**config.mk**
```make
export PLATFORM = sky130hd
export DESIGN_NAME = pmc_node_end_flat
export DESIGN_NICKNAME = d
export VERILOG_FILES = /design/src/shared/pmc_pkg.sv /design/src/shared/pmc_link_if.sv /design/src/rtl/pmc_node_end.sv /design/src/flat_wrapper.sv
export SDC_FILE = /design/constraint.sdc
export NUM_CORES = 1
export LEC_CHECK = 0
export ABC_CLOCK_PERIOD_IN_PS = 2200
export BUFFER_PORTS_ARGS = -buffer_cell sky130_fd_sc_hd__buf_2
export CORE_ASPECT_RATIO = 0.6
export CORE_UTILIZATION = 35
export CTS_CLUSTER_SIZE = 16
export DETAILED_ROUTE_END_ITERATION = 7
export PLACE_DENSITY = 0.66
export SETUP_SLACK_MARGIN = 0.15
export SLEW_MARGIN = 30
export SYNTH_ARGS = -nofsm -noshare
export SYNTH_HDL_FRONTEND = slang
export SYNTH_SLANG_ARGS = --single-unit
```
**constraint.sdc**
```tcl
create_clock -name core_clk -period 2.2 [get_ports core_clk]
set_input_delay 0.33 -clock core_clk [delete_from_list [all_inputs] [get_ports core_clk]]
set_output_delay 0.33 -clock core_clk [all_outputs]
set_load 0.1 [all_outputs]
```
**src/shared/pmc_pkg.sv**
```systemverilog
// Purpose: shared constants and types for the message element checker ends
// Assumes: one element code per slot, codes are local encodings
// Notes:   element and message codes are arbitrary local numbering
package pmc_pkg;
    localparam int MSG_W  = 3;
    localparam int IE_W   = 5;
    localparam int SEQ_W  = 4;
    localparam int PAR_W  = 3;
    localparam int MAXIE  = 4;
    localparam int CNT_W  = 3;

    typedef enum logic [MSG_W-1:0] {
        MSG_ESTABLISH, MSG_ESTABLISH_ACK, MSG_SIGNAL, MSG_DISCONNECT,
        MSG_DISC_COMPLETE, MSG_PROTOCOL_PARAM, MSG_OTHER
    } pmc_msg_t;

    typedef enum logic [IE_W-1:0] {
        IE_LINE_INFO, IE_PULSE_NOTIFY, IE_AUTO_SEQ, IE_SEQ_RESP, IE_CAD_RING,
        IE_PULSED, IE_STEADY, IE_DIGIT, IE_RES_UNAVAIL, IE_EN_METER,
        IE_METER_REPORT, IE_ATTEN, IE_RECOG_TIME, IE_EN_AUTO_ACK, IE_DIS_AUTO_ACK
    } pmc_ie_t;

    typedef enum logic [1:0] {PATH_NULL, PATH_EST, PATH_ACTIVE, PATH_DISC} pmc_path_t;

    localparam logic [PAR_W-1:0] LI_IMP_RESET   = 3'h0;
    localparam logic [PAR_W-1:0] LI_IMP_SET     = 3'h1;
    localparam logic [PAR_W-1:0] LI_LOW_LOOP    = 3'h2;
    localparam logic [PAR_W-1:0] LI_ANOM_LOOP   = 3'h3;
    localparam logic [PAR_W-1:0] LI_ANOM_LINE   = 3'h4;
    localparam logic [PAR_W-1:0] LI_NUM_PARAMS  = 3'h5;
    localparam logic [7:0]       PULSE_NOTE_VAL = 8'h00;

    // direction: 1 = from exchange to access node side
    function automatic logic ieAllowed(input pmc_msg_t m, input pmc_ie_t e, input logic fromEx);
        logic ok;
        ok = 1'b0;
        case (m)
            MSG_ESTABLISH:      ok = e inside {IE_LINE_INFO, IE_AUTO_SEQ, IE_CAD_RING, IE_PULSED, IE_STEADY};
            MSG_ESTABLISH_ACK:  ok = e inside {IE_AUTO_SEQ, IE_PULSED, IE_STEADY};
            MSG_SIGNAL:         ok = (e != IE_LINE_INFO) && (e <= IE_ATTEN);
            MSG_DISCONNECT:     ok = (e == IE_STEADY);
            MSG_DISC_COMPLETE:  ok = (e == IE_STEADY);
            MSG_PROTOCOL_PARAM: ok = e inside {IE_RECOG_TIME, IE_EN_AUTO_ACK, IE_DIS_AUTO_ACK};
            default:            ok = 1'b0;
        endcase
        if (e == IE_AUTO_SEQ && !fromEx)
            ok = 1'b0;
        if (e == IE_SEQ_RESP && fromEx)
            ok = 1'b0;
        return ok;
    endfunction
endpackage

```
**src/shared/pmc_link_if.sv**
```systemverilog
// Purpose: message transfer between exchange end and access node side end
// Assumes: single cycle valid strobes, element list held with valid
// Notes:   dnData and upData carry a parameter or sequence type per element
`timescale 1ns/1ns
interface pmc_link_if;
    logic                                          dnValid;
    pmc_pkg::pmc_msg_t                             dnMsg;
    logic [pmc_pkg::CNT_W-1:0]                     dnCount;
    pmc_pkg::pmc_ie_t [pmc_pkg::MAXIE-1:0]         dnIe;
    logic [pmc_pkg::MAXIE-1:0][7:0]                dnData;
    logic                                          upValid;
    pmc_pkg::pmc_msg_t                             upMsg;
    logic [pmc_pkg::CNT_W-1:0]                     upCount;
    pmc_pkg::pmc_ie_t                              upIe;
    logic [7:0]                                    upData;

    modport exch (output dnValid, dnMsg, dnCount, dnIe, dnData,
                  input  upValid, upMsg, upCount, upIe, upData);
    modport node (input  dnValid, dnMsg, dnCount, dnIe, dnData,
                  output upValid, upMsg, upCount, upIe, upData);
endinterface

```
**src/rtl/pmc_node_end.sv**
```systemverilog
// Purpose: access node side end, checks exchange messages, acts on elements
// Assumes: one port; path state driven by received messages
// Notes:   parameter changes apply silently, no confirmation is returned
`timescale 1ns/1ns
//
// Behaviour
// RULE_01: one element per message, protocol parameter excepted
// RULE_02: establish allows line, sequence, ringing, pulsed, steady
// RULE_03: establish ack allows sequence, pulsed, steady
// RULE_04: signal allows everything except line information; code also refuses recognition time and ack enable/disable in signal
// RULE_05: disconnect carries steady signal only
// RULE_06: steady in disconnect deactivates port, reports status
// RULE_07: disconnect complete carries steady signal only
// RULE_08: steady in disconnect complete applied to line
// RULE_09: protocol parameter allows recognition time, ack enables
// RULE_10: protocol parameter only in path active
// RULE_11: no confirmation after parameter change
// RULE_12: no default element; absent means none
// RULE_13: line information holds one of five parameters
// RULE_14: anomalous line condition reported to request path
// RULE_15: pulse notification single value on pulse events
// RULE_16: autonomous sequence only exchange to node side
// RULE_17: sequence type starts predefined autonomous sequence
// RULE_18: no autonomous sequence pre-arming in null state
// RULE_19: sequence response only node side to exchange
// RULE_20: illegal element flagged as error and ignored
// RULE_21: path state checked before forwarding protocol parameter
module pmc_node_end (
    // clock and reset
    input  wire logic                      core_clk,
    input  wire logic                      sys_rst,
    // link
    pmc_link_if.node                       link,
    // line events from port logic
    input  wire logic                      pulseEvent,
    input  wire logic                      anomLine,
    input  wire logic                      lineInfoReq,
    input  wire logic [pmc_pkg::PAR_W-1:0] lineInfoPar,
    input  wire logic                      portStatusReq,
    input  wire logic [7:0]                portStatus,
    // port actions
    output logic                           portDeactivate,
    output logic                           applySteady,
    output logic [7:0]                     steadyCode,
    output logic                           seqStart,
    output logic [pmc_pkg::SEQ_W-1:0]      seqType,
    output logic                           paramValid,
    output pmc_pkg::pmc_ie_t               paramIe,
    output logic [7:0]                     paramData,
    output logic                           sigValid,
    output pmc_pkg::pmc_ie_t               sigIe,
    output logic [7:0]                     sigData,
    output logic                           protoError,
    output pmc_pkg::pmc_path_t             pathState
);
    typedef struct packed {
        pmc_pkg::pmc_path_t    path;
        logic                  upValid;
        pmc_pkg::pmc_msg_t     upMsg;
        logic [pmc_pkg::CNT_W-1:0] upCount;
        pmc_pkg::pmc_ie_t      upIe;
        logic [7:0]            upData;
        logic                  portDeactivate;
        logic                  applySteady;
        logic [7:0]            steadyCode;
        logic                  seqStart;
        logic [pmc_pkg::SEQ_W-1:0] seqType;
        logic                  paramValid;
        pmc_pkg::pmc_ie_t      paramIe;
        logic [7:0]            paramData;
        logic                  sigValid;
        pmc_pkg::pmc_ie_t      sigIe;
        logic [7:0]            sigData;
        logic                  protoError;
    } pmc_ndst_t;

    pmc_ndst_t st_q;
    pmc_ndst_t st_d;

    always_comb begin
        logic              ok;
        pmc_pkg::pmc_ie_t  e;
        logic [7:0]        dat;

        ok = 1'b1;
        e = link.dnIe[0];
        dat = link.dnData[0];

        st_d = st_q;

        st_d.upValid = 1'b0;
        st_d.portDeactivate = 1'b0;
        st_d.applySteady = 1'b0;
        st_d.seqStart = 1'b0;
        st_d.paramValid = 1'b0;
        st_d.sigValid = 1'b0;
        st_d.protoError = 1'b0;

        // replies to the exchange, one per cycle; only the event with priority is sent, the others in that cycle are dropped
        if (anomLine) begin
            st_d.upValid = 1'b1; // [RULE_14]
            st_d.upMsg = pmc_pkg::MSG_ESTABLISH;
            st_d.upCount = 3'h1;
            st_d.upIe = pmc_pkg::IE_LINE_INFO;
            st_d.upData = {5'h00, pmc_pkg::LI_ANOM_LINE};
        end else if (lineInfoReq && lineInfoPar < pmc_pkg::LI_NUM_PARAMS) begin
            st_d.upValid = 1'b1; // [RULE_13]
            st_d.upMsg = pmc_pkg::MSG_ESTABLISH;
            st_d.upCount = 3'h1;
            st_d.upIe = pmc_pkg::IE_LINE_INFO;
            st_d.upData = {5'h00, lineInfoPar};
        end else if (pulseEvent) begin
            st_d.upValid = 1'b1; // [RULE_15]
            st_d.upMsg = pmc_pkg::MSG_SIGNAL;
            st_d.upCount = 3'h1;
            st_d.upIe = pmc_pkg::IE_PULSE_NOTIFY;
            st_d.upData = pmc_pkg::PULSE_NOTE_VAL;
        end else if (portStatusReq) begin
            st_d.upValid = 1'b1; // [RULE_06]
            st_d.upMsg = pmc_pkg::MSG_DISCONNECT;
            st_d.upCount = 3'h1;
            st_d.upIe = pmc_pkg::IE_STEADY;
            st_d.upData = portStatus;
        end

        if (link.dnValid) begin
            if (link.dnMsg != pmc_pkg::MSG_PROTOCOL_PARAM && link.dnCount > 3'h1)
                ok = 1'b0; // [RULE_01] [RULE_20]

            for (int i = 1; i < pmc_pkg::MAXIE; i++)
                if (i < int'(link.dnCount) && !pmc_pkg::ieAllowed(link.dnMsg, link.dnIe[i], 1'b1))
                    ok = 1'b0; // [RULE_09]

            if (link.dnCount != 3'h0 && !pmc_pkg::ieAllowed(link.dnMsg, e, 1'b1))
                ok = 1'b0; // [RULE_02] [RULE_03] [RULE_04] [RULE_05] [RULE_07] [RULE_09] [RULE_16] [RULE_20]

            if (link.dnMsg == pmc_pkg::MSG_PROTOCOL_PARAM && st_q.path != pmc_pkg::PATH_ACTIVE)
                ok = 1'b0; // [RULE_10] [RULE_21]

            if (link.dnCount != 3'h0 && e == pmc_pkg::IE_AUTO_SEQ && st_q.path == pmc_pkg::PATH_NULL
                && link.dnMsg == pmc_pkg::MSG_SIGNAL)
                ok = 1'b0; // [RULE_18]

            st_d.protoError = !ok; // [RULE_20]

            case (link.dnMsg)
                pmc_pkg::MSG_ESTABLISH:     st_d.path = pmc_pkg::PATH_EST;
                pmc_pkg::MSG_ESTABLISH_ACK: st_d.path = pmc_pkg::PATH_ACTIVE;
                pmc_pkg::MSG_DISCONNECT:    st_d.path = pmc_pkg::PATH_DISC;
                pmc_pkg::MSG_DISC_COMPLETE: st_d.path = pmc_pkg::PATH_NULL;
                default:                    st_d.path = st_q.path;
            endcase

            if (link.dnMsg == pmc_pkg::MSG_ESTABLISH && st_q.path == pmc_pkg::PATH_NULL)
                st_d.path = pmc_pkg::PATH_ACTIVE;

            if (link.dnMsg == pmc_pkg::MSG_DISCONNECT)
                st_d.portDeactivate = ok && link.dnCount != 3'h0; // [RULE_06] [RULE_12]

            if (ok && link.dnCount != 3'h0) begin
                if (link.dnMsg == pmc_pkg::MSG_PROTOCOL_PARAM) begin
                    // several elements allowed, only the first slot is forwarded here
                    st_d.paramValid = 1'b1; // [RULE_01] [RULE_11] [RULE_21]
                    st_d.paramIe = e;
                    st_d.paramData = dat;
                end else if (link.dnMsg == pmc_pkg::MSG_DISC_COMPLETE) begin
                    st_d.applySteady = 1'b1; // [RULE_08]
                    st_d.steadyCode = dat;
                end else if (e == pmc_pkg::IE_AUTO_SEQ) begin
                    st_d.seqStart = 1'b1; // [RULE_17]
                    st_d.seqType = dat[pmc_pkg::SEQ_W-1:0];
                end else if (link.dnMsg != pmc_pkg::MSG_DISCONNECT) begin
                    st_d.sigValid = 1'b1;
                    st_d.sigIe = e;
                    st_d.sigData = dat;
                end
            end
        end
    end

    always_ff @(posedge core_clk or posedge sys_rst) begin
        if (sys_rst)
            st_q <= '0;
        else
            st_q <= st_d;
    end

    assign link.upValid   = st_q.upValid;
    assign link.upMsg     = st_q.upMsg;
    assign link.upCount   = st_q.upCount;
    assign link.upIe      = st_q.upIe;
    assign link.upData    = st_q.upData;

    assign portDeactivate = st_q.portDeactivate;
    assign applySteady    = st_q.applySteady;
    assign steadyCode     = st_q.steadyCode;
    assign seqStart       = st_q.seqStart;
    assign seqType        = st_q.seqType;
    assign paramValid     = st_q.paramValid;
    assign paramIe        = st_q.paramIe;
    assign paramData      = st_q.paramData;
    assign sigValid       = st_q.sigValid;
    assign sigIe          = st_q.sigIe;
    assign sigData        = st_q.sigData;
    assign protoError     = st_q.protoError;
    assign pathState      = st_q.path;
endmodule

```
**src/flat_wrapper.sv**
```systemverilog
// flat-port wrapper written by rule: the top's interface ports become plain ports
module pmc_node_end_flat 
  (core_clk, sys_rst, pulseEvent, anomLine, lineInfoReq, lineInfoPar, portStatusReq, portStatus, portDeactivate, applySteady, steadyCode, seqStart, seqType, paramValid, paramIe, paramData, sigValid, sigIe, sigData, protoError, pathState, link_dnValid, link_dnMsg, link_dnCount, link_dnIe, link_dnData, link_upValid, link_upMsg, link_upCount, link_upIe, link_upData);
  pmc_link_if link_i ();
  input  wire logic core_clk;
  input  wire logic sys_rst;
  input  wire logic pulseEvent;
  input  wire logic anomLine;
  input  wire logic lineInfoReq;
  input  wire logic [pmc_pkg::PAR_W-1:0] lineInfoPar;
  input  wire logic portStatusReq;
  input  wire logic [7:0] portStatus;
  output logic portDeactivate;
  output logic applySteady;
  output logic [7:0] steadyCode;
  output logic seqStart;
  output logic [pmc_pkg::SEQ_W-1:0] seqType;
  output logic paramValid;
  output pmc_pkg::pmc_ie_t paramIe;
  output logic [7:0] paramData;
  output logic sigValid;
  output pmc_pkg::pmc_ie_t sigIe;
  output logic [7:0] sigData;
  output logic protoError;
  output pmc_pkg::pmc_path_t pathState;
  input wire logic [$bits(link_i.dnValid)-1:0] link_dnValid;
  input wire logic [$bits(link_i.dnMsg)-1:0] link_dnMsg;
  input wire logic [$bits(link_i.dnCount)-1:0] link_dnCount;
  input wire logic [$bits(link_i.dnIe)-1:0] link_dnIe;
  input wire logic [$bits(link_i.dnData)-1:0] link_dnData;
  output wire logic [$bits(link_i.upValid)-1:0] link_upValid;
  output wire logic [$bits(link_i.upMsg)-1:0] link_upMsg;
  output wire logic [$bits(link_i.upCount)-1:0] link_upCount;
  output wire logic [$bits(link_i.upIe)-1:0] link_upIe;
  output wire logic [$bits(link_i.upData)-1:0] link_upData;
  assign link_i.dnValid = link_dnValid;
  assign link_i.dnMsg = link_dnMsg;
  assign link_i.dnCount = link_dnCount;
  assign link_i.dnIe = link_dnIe;
  assign link_i.dnData = link_dnData;
  assign link_upValid = link_i.upValid;
  assign link_upMsg = link_i.upMsg;
  assign link_upCount = link_i.upCount;
  assign link_upIe = link_i.upIe;
  assign link_upData = link_i.upData;
  pmc_node_end u_core (.core_clk(core_clk), .sys_rst(sys_rst), .link(link_i), .pulseEvent(pulseEvent), .anomLine(anomLine), .lineInfoReq(lineInfoReq), .lineInfoPar(lineInfoPar), .portStatusReq(portStatusReq), .portStatus(portStatus), .portDeactivate(portDeactivate), .applySteady(applySteady), .steadyCode(steadyCode), .seqStart(seqStart), .seqType(seqType), .paramValid(paramValid), .paramIe(paramIe), .paramData(paramData), .sigValid(sigValid), .sigIe(sigIe), .sigData(sigData), .protoError(protoError), .pathState(pathState));
endmodule
```
==> results.json <==
{
  "fin_crit_sh_pct": 101,
  "worstMarginPinSlew_ns": 0.547,
  "required_ns": 2.40,
  "gp_congestion": 0.974,
  "synth_edf_count": 0,
  "via_per_inst": 4.96,
  "first_global_vias": 2650,
  "num_vias": 2667,
  "holdBufCountCts": 0,
  "areaGrowthSynthToFinish_pct": 52.6,
  "antennaDiodeCount": 0,
  "synth_ff_type": "dfrtp_1",
  "synth_warnings": 0,
  "h-tree-depth": 3,
  "cts-root-buf": "clkbuf_16",
  "layout_setup_ws_ns": -0.0322,
  "clock_sinks": 59,
  "hold_class": "in -> async",
  "drc": 0,
  "status": "complete, but fails checks",
  "setup_viol": 27,
  "clock_latency_ns": 0.32,
  "wire_per_inst_um": 16.5,
  "rsz0062_at_grt": "yes",
  "cts_made_buffers": 9,
  "track_usage_pct": 20.9,
  "path_cells": "buf_12, buf_4, nor2_1, a32oi_1, nor3_1, or4_4, or4b_4, buf_6, nor3_4, buf_6, mux2_4",
  "layout.cells.non_filler": 538,
  "dpl.hpwl_um": 6320,
  "post_synth.cell_area_avg_um2": 11.3,
  "cp_common_cell": "buf_6",
  "start_util_pct": 36.8,
  "tritoncts": "yes",
  "slowest_stage": "or4b_4",
  "clock_path_buffers": 2,
  "grt_pass1_wl_um": 13700,
  "ant_nets": 0,
  "place_area_mm2": 0.00389,
  "synth_seq_cells": 59,
  "cp-end-kind": "register",
  "grt-ovfl-total": 0,
  "cp_max_fo": 9,
  "final_common_cell": "buf_2",
  "crit_arrival_ns": 2.43,
  "power_mw": 3.69,
  "core_area_mm2": 0.00801,
  "violations": "setup timing",
  "max-slew-margin-rel_pct": 63.5,
  "fmax_mhz": 448,
  "drive_gt1_share_pct": 57.7,
  "skew_ns": 0.00431,
  "drt_pre_antenna_iters": 4,
  "ys_types": 51,
  "dp.cells": 508,
  "fin_area_mm2": 0.00450,
  "netlist_area_mm2": 0.00295,
  "dieArea_mm2": 0.00880,
  "p_leak_nw": 2.40,
  "wirelength_um": 8870,
  "power.density_mw_per_mm2": 821,
  "grt_antenna_before_repair": 0,
  "grt_max_degree": 36,
  "fp.dieH_um": 73.1,
  "ir_drop_uv": 576,
  "core.rowCount": 25,
  "hold_viol_final": 0,
  "io_buffers": 112,
  "cap_violations": 0,
  "final_cell_mix": "109 x buf_2, 57 x dfrtp_1, 43 x buf_4, 25 x mux2_4, 21 x nor2_1",
  "seq_area_frac_synth_pct": 50.1,
  "drv_slew": 0,
  "syn_inst": 260,
  "criticalPathCategory": "in -> reg",
  "nets": 501,
  "async_flop_share_pct": 100,
  "post-route-util_pct": 56.1,
  "timing.setup.tns_ns": -0.397,
  "max_stage_delay_ns": 0.52,
  "fp.dieW_um": 120,
  "start_kind": "input pin",
  "period_minus_slack_ns": 2.23,
  "pin_count": 142,
  "clkTransAtPathRegs_ns": 0.05,
  "drtIter0Drc": 128
}
[state kept, by name (all words and copies together), names as in the netlist, 4 cells and up]
| name | count |
|---|---|
| u_core.link.upData | 8 |
| u_core.paramData | 8 |
| u_core.sigData | 8 |
| u_core.steadyCode | 8 |
| u_core.paramIe | 5 |
| u_core.sigIe | 5 |
| u_core.seqType | 4 |
[synthesized netlist by cell type (3+ instances only)]
library cell   n  area (um^2)
buf_6          3         33.8
mux2_2        20          225
nand2_1       16         60.1
a211oi_1       4         30.0
or3_1          5         31.3
mux2i_1        5         50.1
nor2_1        21         78.8
nor3_1         6         30.0
nand2b_1       6         37.5
o21ai_0        8         40.0
a21oi_1        7         35.0
nor2b_1       10         62.6
inv_1         11         41.3
nor4b_1        3         26.3
mux2_1         6         67.6
mux2_4         8          120
buf_2          4         20.0
dfrtp_1       59         1480
o21bai_1       3         22.5
clkbuf_1       3         11.3
a31oi_1        6         37.5
buf_4          8         60.1
[kinds of logic after synthesis]
group | Yosys count | synth area share (%)
buf+inv | 31 | 6.28
other cells | 1 | 0.127
fa+ha+maj | 1 | 0.340
flops | 59 | 50.1
mux | 39 | 15.7
simple gates | 82 | 15.6
compound gates | 47 | 11.8
[final timing paths]
path                                      from                   end  slack, ns  cells past startpoint
hold reg to reg              u_core.paramIe[2]     u_core.paramIe[2]       0.47                      1
max in group asynchronous              sys_rst   u_core.pathState[1]       1.56                      3
setup / recovery                 link_dnMsg[1]     u_core.seqType[3]      -0.03                     11
setup reg to reg           u_core.pathState[0]     u_core.seqType[3]          0                      8
hold / removal                         sys_rst  u_core.steadyCode[4]       0.05                      2
min in group core_clk                 anomLine   u_core.link.upIe[0]       0.26                      2
[layout make-up]
cell class | count | area (um^2)
flip-flops and latches | 59 | 1480
well taps | 108 | 135
fillers | 707 | 3510
repair buffers | 167 | 1070
multi-input cells | 176 | 1510
clock buffers | 10 | 229
inverters | 12 | 47.5
clock inverters | 6 | 32.5
[routing by layer]
layer	vias up	GRT usage, %	part of all wire [%]
li1	1253	-	-
met2	112	30.7	43
met4	0	4.53	0.92
met5	-	0	0
met3	14	8.52	9.0
met1	1288	28.9	47
[critical path: cells and delay by family]
family,cells,cell delay (ns)
simple gates,5,1.17
compound gates,1,0.10
mux,1,0.29
buf+inv,4,0.55
[where the power goes]
group / switching (mW) / total, mW / internal [mW]
clock network: 0.456 / 1.20 / 0.749
registers: 0.0521 / 1.23 / 1.18
logic: 0.951 / 1.26 / 0.309
[stage by stage]
stage / worst slack (ns) / hold WS (ns)
floorplan: -0.367 / 0.403
global placement: -0.615 / 0.404
detailed placement: -0.597 / 0.412
CTS: -0.0634 / 0.0687
global route: -0.0934 / 0.0881
finish: -0.0322 / 0.0548
[what timing repair did]
action | CTS | global route
setup buffers | 9 | 2
setup endpoints to repair | 41 | 43
gates cloned | 3 | 0
gates resized for setup | 37 | 19
pin swaps | 11 | 11
Power figures use the tool's default switching activity.
